==> src/ghs_pkg.sv <==
package ghs_pkg;
    localparam int DATA_W = 8;
    localparam int ADDR_MIN = 1;
    localparam int ADDR_MAX = 30;
    localparam int MAX_DEVICES = 15;
    localparam int CLK_MHZ = 200;
    localparam int SETTLE_NS = 500;
    localparam int SETTLE_CYC = (SETTLE_NS * CLK_MHZ + 999) / 1000;
    localparam logic [4:0] OWN_ADDR_RST = 5'h01;
    typedef enum logic [2:0] {
        GHS_IDLE,
        GHS_T_CHECK,
        GHS_T_SETTLE,
        GHS_T_WAIT_RFD,
        GHS_T_WAIT_DAC,
        GHS_L_READY,
        GHS_L_ACCEPT,
        GHS_L_WAIT_DAV_LOW
    } ghs_state_t;
endpackage : ghs_pkg

==> src/ghs_sync_if.sv <==
`timescale 1ns/1ps
interface ghs_sync_if #(parameter int W = 13);
    logic [W-1:0] raw;
    logic [W-1:0] synced;
    modport src (output raw, input synced);
    modport snk (input raw, output synced);
endinterface : ghs_sync_if
==> src/ghs_handshake.sv <==
`timescale 1ns/1ps
module ghs_handshake #(
    parameter int DATA_W = ghs_pkg::DATA_W,
    parameter int SETTLE_CYC = ghs_pkg::SETTLE_CYC
) (
    input wire logic clock,
    input wire logic rst,
    // local side
    input wire logic [4:0] own_addr,
    input wire logic ctrl_init,
    input wire logic ctrl_attention,
    input wire logic ctrl_remote,
    input wire logic ctrl_srq_enable,
    input wire logic ctrl_poll_done,
    input wire logic req_srq,
    input wire logic talk_en,
    input wire logic listen_en,
    input wire logic [DATA_W-1:0] tx_data,
    input wire logic tx_last,
    input wire logic tx_valid,
    output logic tx_ready,
    input wire logic [15:0] rx_count,
    output logic [DATA_W-1:0] rx_data,
    output logic rx_last,
    output logic rx_valid,
    input wire logic rx_ready,
    output logic rx_done,
    output logic srq_pending,
    output logic ifc_seen,
    output logic atn_seen,
    output logic ren_seen,
    output logic hs_error,
    output logic addr_ok,
    // bus pins, active low, open collector
    input wire logic [DATA_W-1:0] dio_n_in,
    output logic [DATA_W-1:0] dio_n_out,
    output logic [DATA_W-1:0] dio_n_oe_n,
    input wire logic dav_n_in,
    output logic dav_n_out,
    output logic dav_n_oe_n,
    input wire logic nrfd_n_in,
    output logic nrfd_n_out,
    output logic nrfd_n_oe_n,
    input wire logic ndac_n_in,
    output logic ndac_n_out,
    output logic ndac_n_oe_n,
    input wire logic eoi_n_in,
    output logic eoi_n_out,
    output logic eoi_n_oe_n,
    input wire logic ifc_n_in,
    output logic ifc_n_out,
    output logic ifc_n_oe_n,
    input wire logic atn_n_in,
    output logic atn_n_out,
    output logic atn_n_oe_n,
    input wire logic srq_n_in,
    output logic srq_n_out,
    output logic srq_n_oe_n,
    input wire logic ren_n_in,
    output logic ren_n_out,
    output logic ren_n_oe_n
);
    localparam int SW = DATA_W + 8;

    ghs_sync_if #(.W(SW)) sif ();

    assign sif.raw = {dio_n_in, dav_n_in, nrfd_n_in, ndac_n_in, eoi_n_in,
                      ifc_n_in, atn_n_in, srq_n_in, ren_n_in};

    ghs_sync #(.W(SW)) u_sync (
        .clock(clock),
        .rst(rst),
        .sif(sif)
    );

    // logical values: pins are active low, wired-OR by open collector
    logic [DATA_W-1:0] bus_data;
    logic bus_dav;
    logic bus_nrfd;
    logic bus_ndac;
    logic bus_eoi;
    logic bus_ifc;
    logic bus_atn;
    logic bus_srq;
    logic bus_ren;
    assign bus_data = ~sif.synced[SW-1:8];
    assign bus_dav = ~sif.synced[7];
    assign bus_nrfd = ~sif.synced[6];
    assign bus_ndac = ~sif.synced[5];
    assign bus_eoi = ~sif.synced[4];
    assign bus_ifc = ~sif.synced[3];
    assign bus_atn = ~sif.synced[2];
    assign bus_srq = ~sif.synced[1];
    assign bus_ren = ~sif.synced[0];

    function automatic logic addr_legal(input logic [4:0] a);
        addr_legal = (a >= 5'(ghs_pkg::ADDR_MIN)) && (a <= 5'(ghs_pkg::ADDR_MAX));
    endfunction : addr_legal

    ghs_pkg::ghs_state_t state;
    ghs_pkg::ghs_state_t next_state;
    logic [15:0] settle_cnt;
    logic [15:0] next_settle_cnt;
    logic [15:0] rx_seen;
    logic [15:0] next_rx_seen;
    logic [DATA_W-1:0] drv_data;
    logic [DATA_W-1:0] next_drv_data;
    logic drv_dav;
    logic next_drv_dav;
    logic drv_eoi;
    logic next_drv_eoi;
    logic drv_nrfd;
    logic next_drv_nrfd;
    logic drv_ndac;
    logic next_drv_ndac;
    logic [DATA_W-1:0] next_rx_data;
    logic next_rx_last;
    logic next_rx_valid;
    logic next_rx_done;
    logic next_srq_pending;
    logic next_hs_error;
    logic halt;

    // bus clear or attention abort any transfer in flight
    assign halt = bus_ifc || bus_atn || ctrl_init || ctrl_attention;
    assign tx_ready = (state == ghs_pkg::GHS_T_CHECK) && !halt && talk_en
                      && (bus_nrfd || bus_ndac);

    always_comb begin
        next_state = state;
        next_settle_cnt = settle_cnt;
        next_rx_seen = rx_seen;
        next_drv_data = drv_data;
        next_drv_dav = drv_dav;
        next_drv_eoi = drv_eoi;
        next_drv_nrfd = drv_nrfd;
        next_drv_ndac = drv_ndac;
        next_rx_data = rx_data;
        next_rx_last = rx_last;
        next_rx_valid = rx_valid && !rx_ready;
        next_rx_done = 1'b0;
        next_hs_error = hs_error;
        // set wins over the poll-done clear
        next_srq_pending = (srq_pending && !ctrl_poll_done)
                           || (ctrl_srq_enable && bus_srq);
        if (halt) begin
            next_state = ghs_pkg::GHS_IDLE;
            next_drv_dav = 1'b0;
            next_drv_eoi = 1'b0;
            next_drv_nrfd = 1'b0;
            next_drv_ndac = 1'b0;
            next_rx_seen = '0;
            if (bus_ifc || ctrl_init) begin
                next_hs_error = 1'b0;
                next_rx_valid = 1'b0;
            end
        end else begin
            case (state)
                ghs_pkg::GHS_IDLE: begin
                    next_drv_dav = 1'b0;
                    next_drv_nrfd = 1'b0;
                    next_drv_ndac = 1'b0;
                    if (talk_en) begin
                        next_state = ghs_pkg::GHS_T_CHECK;
                    end else if (listen_en && addr_legal(own_addr)) begin
                        // listeners enter holding both lines
                        next_drv_nrfd = 1'b1;
                        next_drv_ndac = 1'b1;
                        next_rx_seen = '0;
                        next_state = ghs_pkg::GHS_L_READY;
                    end
                end
                ghs_pkg::GHS_T_CHECK: begin
                    if (!talk_en) begin
                        next_state = ghs_pkg::GHS_IDLE;
                    end else if (!bus_nrfd && !bus_ndac) begin
                        next_hs_error = 1'b1;
                    end else if (tx_valid) begin
                        next_drv_data = tx_data;
                        next_drv_eoi = tx_last;
                        next_settle_cnt = 16'(SETTLE_CYC);
                        next_state = ghs_pkg::GHS_T_SETTLE;
                    end
                end
                ghs_pkg::GHS_T_SETTLE: begin
                    // settle time lets slow receivers see stable data
                    if (settle_cnt > 16'h0001) begin
                        next_settle_cnt = settle_cnt - 16'h0001;
                    end else begin
                        next_state = ghs_pkg::GHS_T_WAIT_RFD;
                    end
                end
                ghs_pkg::GHS_T_WAIT_RFD: begin
                    if (!bus_nrfd) begin
                        next_drv_dav = 1'b1;
                        next_state = ghs_pkg::GHS_T_WAIT_DAC;
                    end
                end
                ghs_pkg::GHS_T_WAIT_DAC: begin
                    // byte and end flag stay put until every listener accepts
                    if (!bus_ndac) begin
                        next_drv_dav = 1'b0;
                        next_drv_eoi = 1'b0;
                        next_state = ghs_pkg::GHS_T_CHECK;
                    end
                end
                ghs_pkg::GHS_L_READY: begin
                    if (!listen_en) begin
                        next_state = ghs_pkg::GHS_IDLE;
                    end else if (!rx_valid || rx_ready) begin
                        next_drv_nrfd = 1'b0;
                        if (bus_dav) begin
                            next_drv_nrfd = 1'b1;
                            next_rx_data = bus_data;
                            next_rx_last = bus_eoi;
                            next_rx_valid = 1'b1;
                            next_rx_seen = rx_seen + 16'h0001;
                            next_state = ghs_pkg::GHS_L_ACCEPT;
                        end
                    end
                end
                ghs_pkg::GHS_L_ACCEPT: begin
                    next_drv_ndac = 1'b0;
                    next_state = ghs_pkg::GHS_L_WAIT_DAV_LOW;
                    if (rx_last || rx_seen >= rx_count) begin
                        next_rx_done = rx_last;
                    end
                end
                ghs_pkg::GHS_L_WAIT_DAV_LOW: begin
                    if (!bus_dav) begin
                        next_drv_ndac = 1'b1;
                        next_state = ghs_pkg::GHS_L_READY;
                    end
                end
                default: begin
                    next_state = ghs_pkg::GHS_IDLE;
                end
            endcase
        end
    end

    always_ff @(posedge clock) begin
        if (rst) begin
            state <= ghs_pkg::GHS_IDLE;
            settle_cnt <= '0;
            rx_seen <= '0;
            drv_data <= '0;
            drv_dav <= 1'b0;
            drv_eoi <= 1'b0;
            drv_nrfd <= 1'b0;
            drv_ndac <= 1'b0;
            rx_data <= '0;
            rx_last <= 1'b0;
            rx_valid <= 1'b0;
            rx_done <= 1'b0;
            srq_pending <= 1'b0;
            hs_error <= 1'b0;
        end else begin
            state <= next_state;
            settle_cnt <= next_settle_cnt;
            rx_seen <= next_rx_seen;
            drv_data <= next_drv_data;
            drv_dav <= next_drv_dav;
            drv_eoi <= next_drv_eoi;
            drv_nrfd <= next_drv_nrfd;
            drv_ndac <= next_drv_ndac;
            rx_data <= next_rx_data;
            rx_last <= next_rx_last;
            rx_valid <= next_rx_valid;
            rx_done <= next_rx_done;
            srq_pending <= next_srq_pending;
            hs_error <= next_hs_error;
        end
    end
    // status flags: registered copies of the bus, plus the registered own_addr range check (addr_ok)
    logic next_ifc_seen;
    logic next_atn_seen;
    logic next_ren_seen;
    always_comb begin
        next_ifc_seen = bus_ifc;
        next_atn_seen = bus_atn;
        next_ren_seen = bus_ren;
    end
    always_ff @(posedge clock) begin
        if (rst) begin
            ifc_seen <= 1'b0;
            atn_seen <= 1'b0;
            ren_seen <= 1'b0;
            addr_ok <= 1'b0;
        end else begin
            ifc_seen <= next_ifc_seen;
            atn_seen <= next_atn_seen;
            ren_seen <= next_ren_seen;
            addr_ok <= addr_legal(own_addr);
        end
    end

    // open collector: pull low when asserted, else release
    logic talking;
    assign talking = (state == ghs_pkg::GHS_T_SETTLE) || (state == ghs_pkg::GHS_T_WAIT_RFD)
                     || (state == ghs_pkg::GHS_T_WAIT_DAC);
    assign dio_n_out = '0;
    assign dio_n_oe_n = ~(drv_data & {DATA_W{talking}});
    assign dav_n_out = 1'b0;
    assign dav_n_oe_n = ~drv_dav;
    assign nrfd_n_out = 1'b0;
    assign nrfd_n_oe_n = ~drv_nrfd;
    assign ndac_n_out = 1'b0;
    assign ndac_n_oe_n = ~drv_ndac;
    assign eoi_n_out = 1'b0;
    assign eoi_n_oe_n = ~(drv_eoi && drv_dav);
    assign ifc_n_out = 1'b0;
    assign ifc_n_oe_n = ~ctrl_init;
    assign atn_n_out = 1'b0;
    assign atn_n_oe_n = ~ctrl_attention;
    assign srq_n_out = 1'b0;
    assign srq_n_oe_n = ~req_srq;
    assign ren_n_out = 1'b0;
    assign ren_n_oe_n = ~ctrl_remote;
endmodule : ghs_handshake

==> src/ghs_sync.sv <==
`timescale 1ns/1ps
module ghs_sync #(
    parameter int W = 13
) (
    input wire logic clock,
    input wire logic rst,
    ghs_sync_if.snk sif
);
    logic [W-1:0] stage1;
    logic [W-1:0] stage2;
    logic [W-1:0] next_stage1;
    logic [W-1:0] next_stage2;

    // first stage feeds only the second
    always_comb begin
        next_stage1 = sif.raw;
        next_stage2 = stage1;
    end

    // idle bus level: all lines released high
    always_ff @(posedge clock) begin
        if (rst) begin
            stage1 <= '1;
            stage2 <= '1;
        end else begin
            stage1 <= next_stage1;
            stage2 <= next_stage2;
        end
    end

    assign sif.synced = stage2;
endmodule : ghs_sync

==> config.mk <==
export PLATFORM = sky130hd
export DESIGN_NAME = ghs_handshake
export DESIGN_NICKNAME = d
export VERILOG_FILES = /design/src/ghs_pkg.sv /design/src/ghs_sync_if.sv /design/src/ghs_handshake.sv /design/src/ghs_sync.sv
export SDC_FILE = /design/constraint.sdc
export NUM_CORES = 1
export LEC_CHECK = 0
export ABC_AREA = 1
export BUFFER_PORTS_ARGS = -buffer_cell sky130_fd_sc_hd__buf_4
export CORE_ASPECT_RATIO = 0.75
export CORE_MARGIN = 4
export CORE_UTILIZATION = 30
export DETAILED_ROUTE_END_ITERATION = 10
export HOLD_SLACK_MARGIN = 0.08
export RECOVER_POWER = 100
export SLEW_MARGIN = 25
export SYNTH_ARGS = -nofsm -noshare
export SYNTH_HDL_FRONTEND = slang
export SYNTH_SLANG_ARGS = --single-unit
==> constraint.sdc <==
create_clock -name clock -period 3.85 [get_ports clock]
set_input_delay 0.5775 -clock clock [delete_from_list [all_inputs] [get_ports clock]]
set_output_delay 0.5775 -clock clock [all_outputs]
set_load 0.02 [all_outputs]
# Word-level counts from Yosys, hierarchy flattened
# Cells that the tools add are included.
# Widths: inputs -> output; s select.
[word_totals] reg_bits=96 input_bits=58 out_inout_bits=50 elab_cells=170
[op_classes] add_sub_neg=2 order_cmp=4 n_eq_ne=26 mux=50 bitwise=23 reduce_logical=45
[ops] cell="$mux 16" n=9
[ops] cell="$pmux 16 s2" n=2
[ops] cell="$mux 3" n=12
[ops] cell="$pmux 3 s8" n=1
[ops] cell="$mux 1" n=22
[ops] cell="$ne 2x2->1 const B" n=10
[ops] cell="$not 1->1" n=20
[ops] cell="$add 16x1->16 const B" n=1
[ops] cell="$ge 16x16->1" n=1
[ops] cell="$gt 16x1->1 const B" n=1
[ops] cell="$not 8->8" n=2
[ops] cell="$sub 16x1->16 const B" n=1
[ops] cell="$ne 3x3->1 const B" n=5
[ops] cell="$reduce_and 5->1" n=3
[ops] cell="$eq 3x3->1 const B" n=4
[ops] cell="$reduce_and 6->1" n=2
[ops] cell="$reduce_bool 2->1" n=6
[ops] cell="$logic_and 1x1->1" n=10
[ops] cell="$logic_or 1x1->1" n=10
[ops] cell="$reduce_and 9->1" n=1
[ops] cell="$and 8x8->8" n=1
[ops] cell="$ne 2x1->1 const B" n=4
[ops] cell="$eq 3x2->1 const B" n=2
[ops] cell="$pmux 1 s3" n=2
[ops] cell="12 further kinds" n=18

# Depth between registers and ports, before layout
[logic_depth] ltp_word=8 mapped_depth=13 ltp_nobuf=13

# Cells and area by module
# From an unflattened synthesis, not the netlist that was laid out.
[unflattened] hier_cells=548 area_unflattened_um2=3763.6
[by_module_without_submodules] module="ghs_handshake" n_inst=1 cells_per_inst=448 area_per_inst_um2=2840.2 seq_area_each_um2=960.9
[by_module_without_submodules] module="ghs_sync" n_inst=1 cells_per_inst=100 area_per_inst_um2=923.4 seq_area_each_um2=640.6

# Worst setup path before layout
# No wires, ideal clock.
[synth_timing] kind="input to output" from="input ctrl_attention" to="output tx_ready" arrival_time_ps=1591 t_required_ps=3273 path_slack_ps=1682 cell_stages=3 path_buffers=0 cell_sequence="inv_1 -> nand3_2 -> nor4_1"
[synth_via] elab_chain_len=5
[synth_lines] element="from (decl)" line="ghs_handshake.sv:11" text="input wire logic ctrl_attention,"
[synth_lines] element="$logic_or 1x1->1" line="ghs_handshake.sv:125" text="assign halt = bus_ifc || bus_atn || ctrl_init || ctrl_attention;"
[synth_lines] element="$logic_not 1->1" line="ghs_handshake.sv:126" text="assign tx_ready = (state == ghs_pkg::GHS_T_CHECK) && !halt && talk_en"
[synth_lines] element="$logic_and 1x1->1 (2 in a row)" line="ghs_handshake.sv:126"
[synth_lines] element="$logic_and 1x1->1" line="ghs_handshake.sv:127" text="&& (bus_nrfd || bus_ndac);"
[synth_lines] element="to (decl)" line="ghs_handshake.sv:21" text="output logic tx_ready,"
# Every way passes these cells.

# Worst setup path after layout
[layout_timing] from="register u_sync.stage2[3], in the netlist u_sync.sif.synced[3]" to="register rx_data[3]"
[layout_via] elab_chain_len=6
[layout_lines] element="from (decl)" line="ghs_sync.sv:10" text="logic [W-1:0] stage2;"
[layout_lines] element="from (signal assigned)" line="ghs_sync.sv:27" text="stage2 <= next_stage2;"
[layout_lines] element="$not 1->1" line="ghs_handshake.sv:91" text="assign bus_ifc = ~sif.synced[3];"
[layout_lines] element="$logic_or 1x1->1 (3 in a row)" line="ghs_handshake.sv:125"
[layout_lines] element="$not 1->1 (no line)"
[layout_lines] element="$reduce_and 5->1 (no line)"
[layout_lines] element="to (signal assigned)" line="ghs_handshake.sv:267" text="rx_data <= next_rx_data;"
[layout_lines] element="to (decl)" line="ghs_handshake.sv:23" text="output logic [DATA_W-1:0] rx_data,"
# Every way passes these cells.
# A chain may end at the register's enable or synchronous reset.

==> results.json <==
{
  "fp.dieW_um": 136.0,
  "vias": 3246,
  "irDropWorstVdd_v": 0.0002098,
  "synth-seq-cells": 80,
  "clock.fmax_ghz": 0.3917,
  "max_slew.worst_pin.slew_ns": 1.444,
  "ctsResizeCount": 0,
  "maxSlewViolCount": 0,
  "area_delta_synth_final_pct": 20.56,
  "synth_top_family_by_area": "simple AND/OR/NAND/NOR gates",
  "routabilityCongestion": 0.8807,
  "p_sw_uw": 435.0,
  "cp_max_fo": 18,
  "drt_iter0_markers": 207,
  "clk_pin_slew_ns": 0.06,
  "numCtsBuffers": 9,
  "clock_sink_count": 80,
  "power.share.sequential_pct": 45.9,
  "synth_compound_area_share_pct": 10.48,
  "core-area_um2": 11830,
  "drv_cap": 0,
  "setup_viol": 0,
  "timing.rr.start": "u_sync.sif.synced[3]",
  "worstHoldStart": "u_sync.sif.synced[0]",
  "p_total_mw": 1.865,
  "crit_type": "register to register",
  "holdPathEnd": "ren_seen",
  "tns_ns": 0,
  "antenna_found_initial": 0,
  "yosysSeqAreaShare_pct": 43.42,
  "synth_adder_area_share_pct": 0.6784,
  "holdPathStages": 1,
  "core.rowCount": 34,
  "power_density_nw_per_um2": 419.3,
  "syn_area_um2": 3689,
  "track_usage_pct": 12.48,
  "route.detailed.drc": 0,
  "clk_latency_ns": 0.33,
  "stdcell_area_um2": 4447,
  "synth_cells": 505,
  "combPwrFrac_pct": 7.6,
  "yosys-top-cells-area": "dfxtp_1, nand2_1, nor2_1, or2_2, inv_1",
  "layout-drive-gt1-share_pct": 18.62,
  "regArea_um2": 1602,
  "routed_wirelength_um": 8723,
  "die_y_um": 104.0,
  "preCtsSetupSlack_ns": 1.466,
  "hpwl_um": 6586,
  "hold_violations": 0,
  "clockPowerShare_pct": 46.5,
  "finalCriticalPeriod_ns": 2.553,
  "critical_path.cell_chain": "inv_1, nor2_1, nand3_1, nor3_1, o21ai_0, a21oi_1",
  "cts_root_buf": "clkbuf_16",
  "max_stage_delay_ns": 1.18,
  "floorplan.die_area_um2": 14150,
  "p_leak_nw": 1.989,
  "final_nets": 635,
  "ant_nets": 0,
  "io_buffers": 75,
  "cts_buffer_depth": 2,
  "slowest_stage": "nor3_1",
  "grt_pass1_vias": 3045,
  "n_fill_cell": 1289,
  "hp-class": "register to register",
  "synth_cell_types": 39,
  "p_int_mw": 1.430,
  "required_ns": 4.11,
  "post_cts_buffers": 0,
  "outcome": "completed",
  "critPathLaunchType": "register",
  "critPathCaptureType": "register",
  "start_util_pct": 31.19,
  "hold_buffers": 0,
  "instances_no_fill": 742,
  "slew_headroom_pct": 3.013,
  "grt_pass1_wl_um": 14450,
  "place_inst": 726,
  "synth_area_leader_cell": "dfxtp_1",
  "rr_worst_depth": 6,
  "place_area_um2": 4302,
  "synthXorXnorAreaFrac_pct": 0.4749,
  "io_pins": 108,
  "rrSetupSlack_ns": 1.30,
  "post-route-period-util_pct": 66.31,
  "critical_path_arrival_ns": 2.81,
  "synth-simple-area-share_pct": 33.38,
  "overflow": 0,
  "grt_setup_unrepaired": "false",
  "n_antenna_cell": 0,
  "clock-skew-final_ns": 0.005647,
  "htreeDepth": 3,
  "yosys.area.top_type_share_pct": 43.42,
  "p_sw_share_pct": 23.33,
  "viasPerCell": 4.375,
  "multi_input_area_um2": 1684,
  "synth_mux_area_share_pct": 0,
  "avgSynthCellArea_um2": 7.304,
  "wire_per_inst_um": 11.76,
  "r2r_end": "rx_data[3]",
  "grt_max_degree": 56,
  "yosys_warnings": 0,
  "cts_tree": "yes",
  "firstDrtPassIters": 4,
  "fin_ws_ns": 1.297
}
[metrics by stage]
| step | utilization, % | hold slack (ns) |
|---|---|---|
| after floorplan | - | 0.3627 |
| after global placement | 36.37 | 0.3688 |
| after detailed placement | 36.37 | 0.3784 |
| after CTS | 38.95 | 0.3783 |
| after global routing | 37.60 | 0.3947 |
| final | 37.60 | 0.3752 |
[how the worst max path moves through the flow]
| stage | startpoint | to | slack, ns | cells past startpoint |
|---|---|---|---|---|
| CTS | u_sync.sif.synced[3] | tx_ready | 1.48 | 5 |
| finish | u_sync.sif.synced[3] | rx_data[3] | 1.30 | 6 |
| floorplan | ctrl_attention | tx_ready | 1.68 | 3 |
| global placement | ctrl_init | tx_ready | 1.47 | 5 |
| detailed placement | ctrl_init | drv_data[0] | 1.47 | 7 |
| global route | u_sync.sif.synced[3] | rx_data[3] | 0.85 | 6 |
[per-layer routing]
metal / routed length, µm / GRT usage, %
met2: 3688 / 18.90
met1: 4397 / 16.90
met5: 0 / 0
met3: 539 / 3.627
met4: 97 / 4.245
[state kept, by name (all words and copies together), names as in the netlist]
register and count:
rx_done 1, drv_dav 1, rx_valid 1, drv_data 8
drv_nrfd 1, u_sync.sif.synced 16, rx_data 8, atn_seen 1
ifc_seen 1, hs_error 1, ren_seen 1, drv_eoi 1
addr_ok 1, u_sync.next_stage2 16, srq_pending 1, drv_ndac 1
settle_cnt 16, rx_last 1, state 3
[cell usage in the layout, fill, tap and decap left out, types with 2 or more instances in the layout]
master      instances
nand4_1             4
inv_2               5
nand3_1            30
dfxtp_1            80
nor3_1              3
conb_1             16
buf_4              42
a21oi_1            36
nor2_2              6
ha_1                2
nor2_1             64
inv_6               2
nand2_1           115
o21ai_0            24
inv_1              52
clkbuf_1           34
clkbuf_16           9
clkinvlp_4          2
or2_2              32
o21bai_1            2
nor3b_1             2
[cell type report]
type	instances	share of cell area, %
Clock inverter	5	1.407
Tap cell	162	4.558
Timing Repair Buffer	75	9.876
Inverter	57	4.811
Multi-Input combinational cell	352	37.87
Sequential cell	80	36.02
Clock buffer	11	5.459
[power groups by stage]
stage                     clock network (mW)  registers, mW  logic, mW
after floorplan                            0          0.872      0.108
after global placement                     0          0.875      0.146
after detailed placement                   0          0.875      0.148
after CTS                              0.892          0.856      0.148
after global routing                   0.927          0.858      0.159
final                                  0.867          0.856      0.142
[synth_stat cells, drive strengths merged]
cell	n
o21bai	2
nor3	3
a211oi	1
nand3	32
o22ai	1
nor4	1
a31oi	1
o21ai	24
nor3b	2
a21boi	1
conb	1
ha	2
inv	57
nand2	116
a21oi	38
nand3b	1
dfxtp	80
or2	32
xor2	1
clkbuf	8
xnor2	1
o211ai	1
nand4	5
nor2	71
buf	23
[worst max-delay path, delay by kind of cell, from the launching register on]
family                 cells  cell delay, ns
AND/OR/NAND/NOR            3            1.66
AO/OA/AOI/OAI              2            0.44
flip-flops                 1            0.33
buffers and inverters      1            0.04
[logic make-up after synthesis]
| kind of cell | count (synthesis) |
|---|---|
| other cells | 1 |
| fa+ha+maj | 2 |
| xor+xnor | 2 |
| compound gates | 69 |
| flops | 80 |
| simple gates | 263 |
| buf+inv | 88 |
Note: power is estimated with default switching activity, not from simulation.
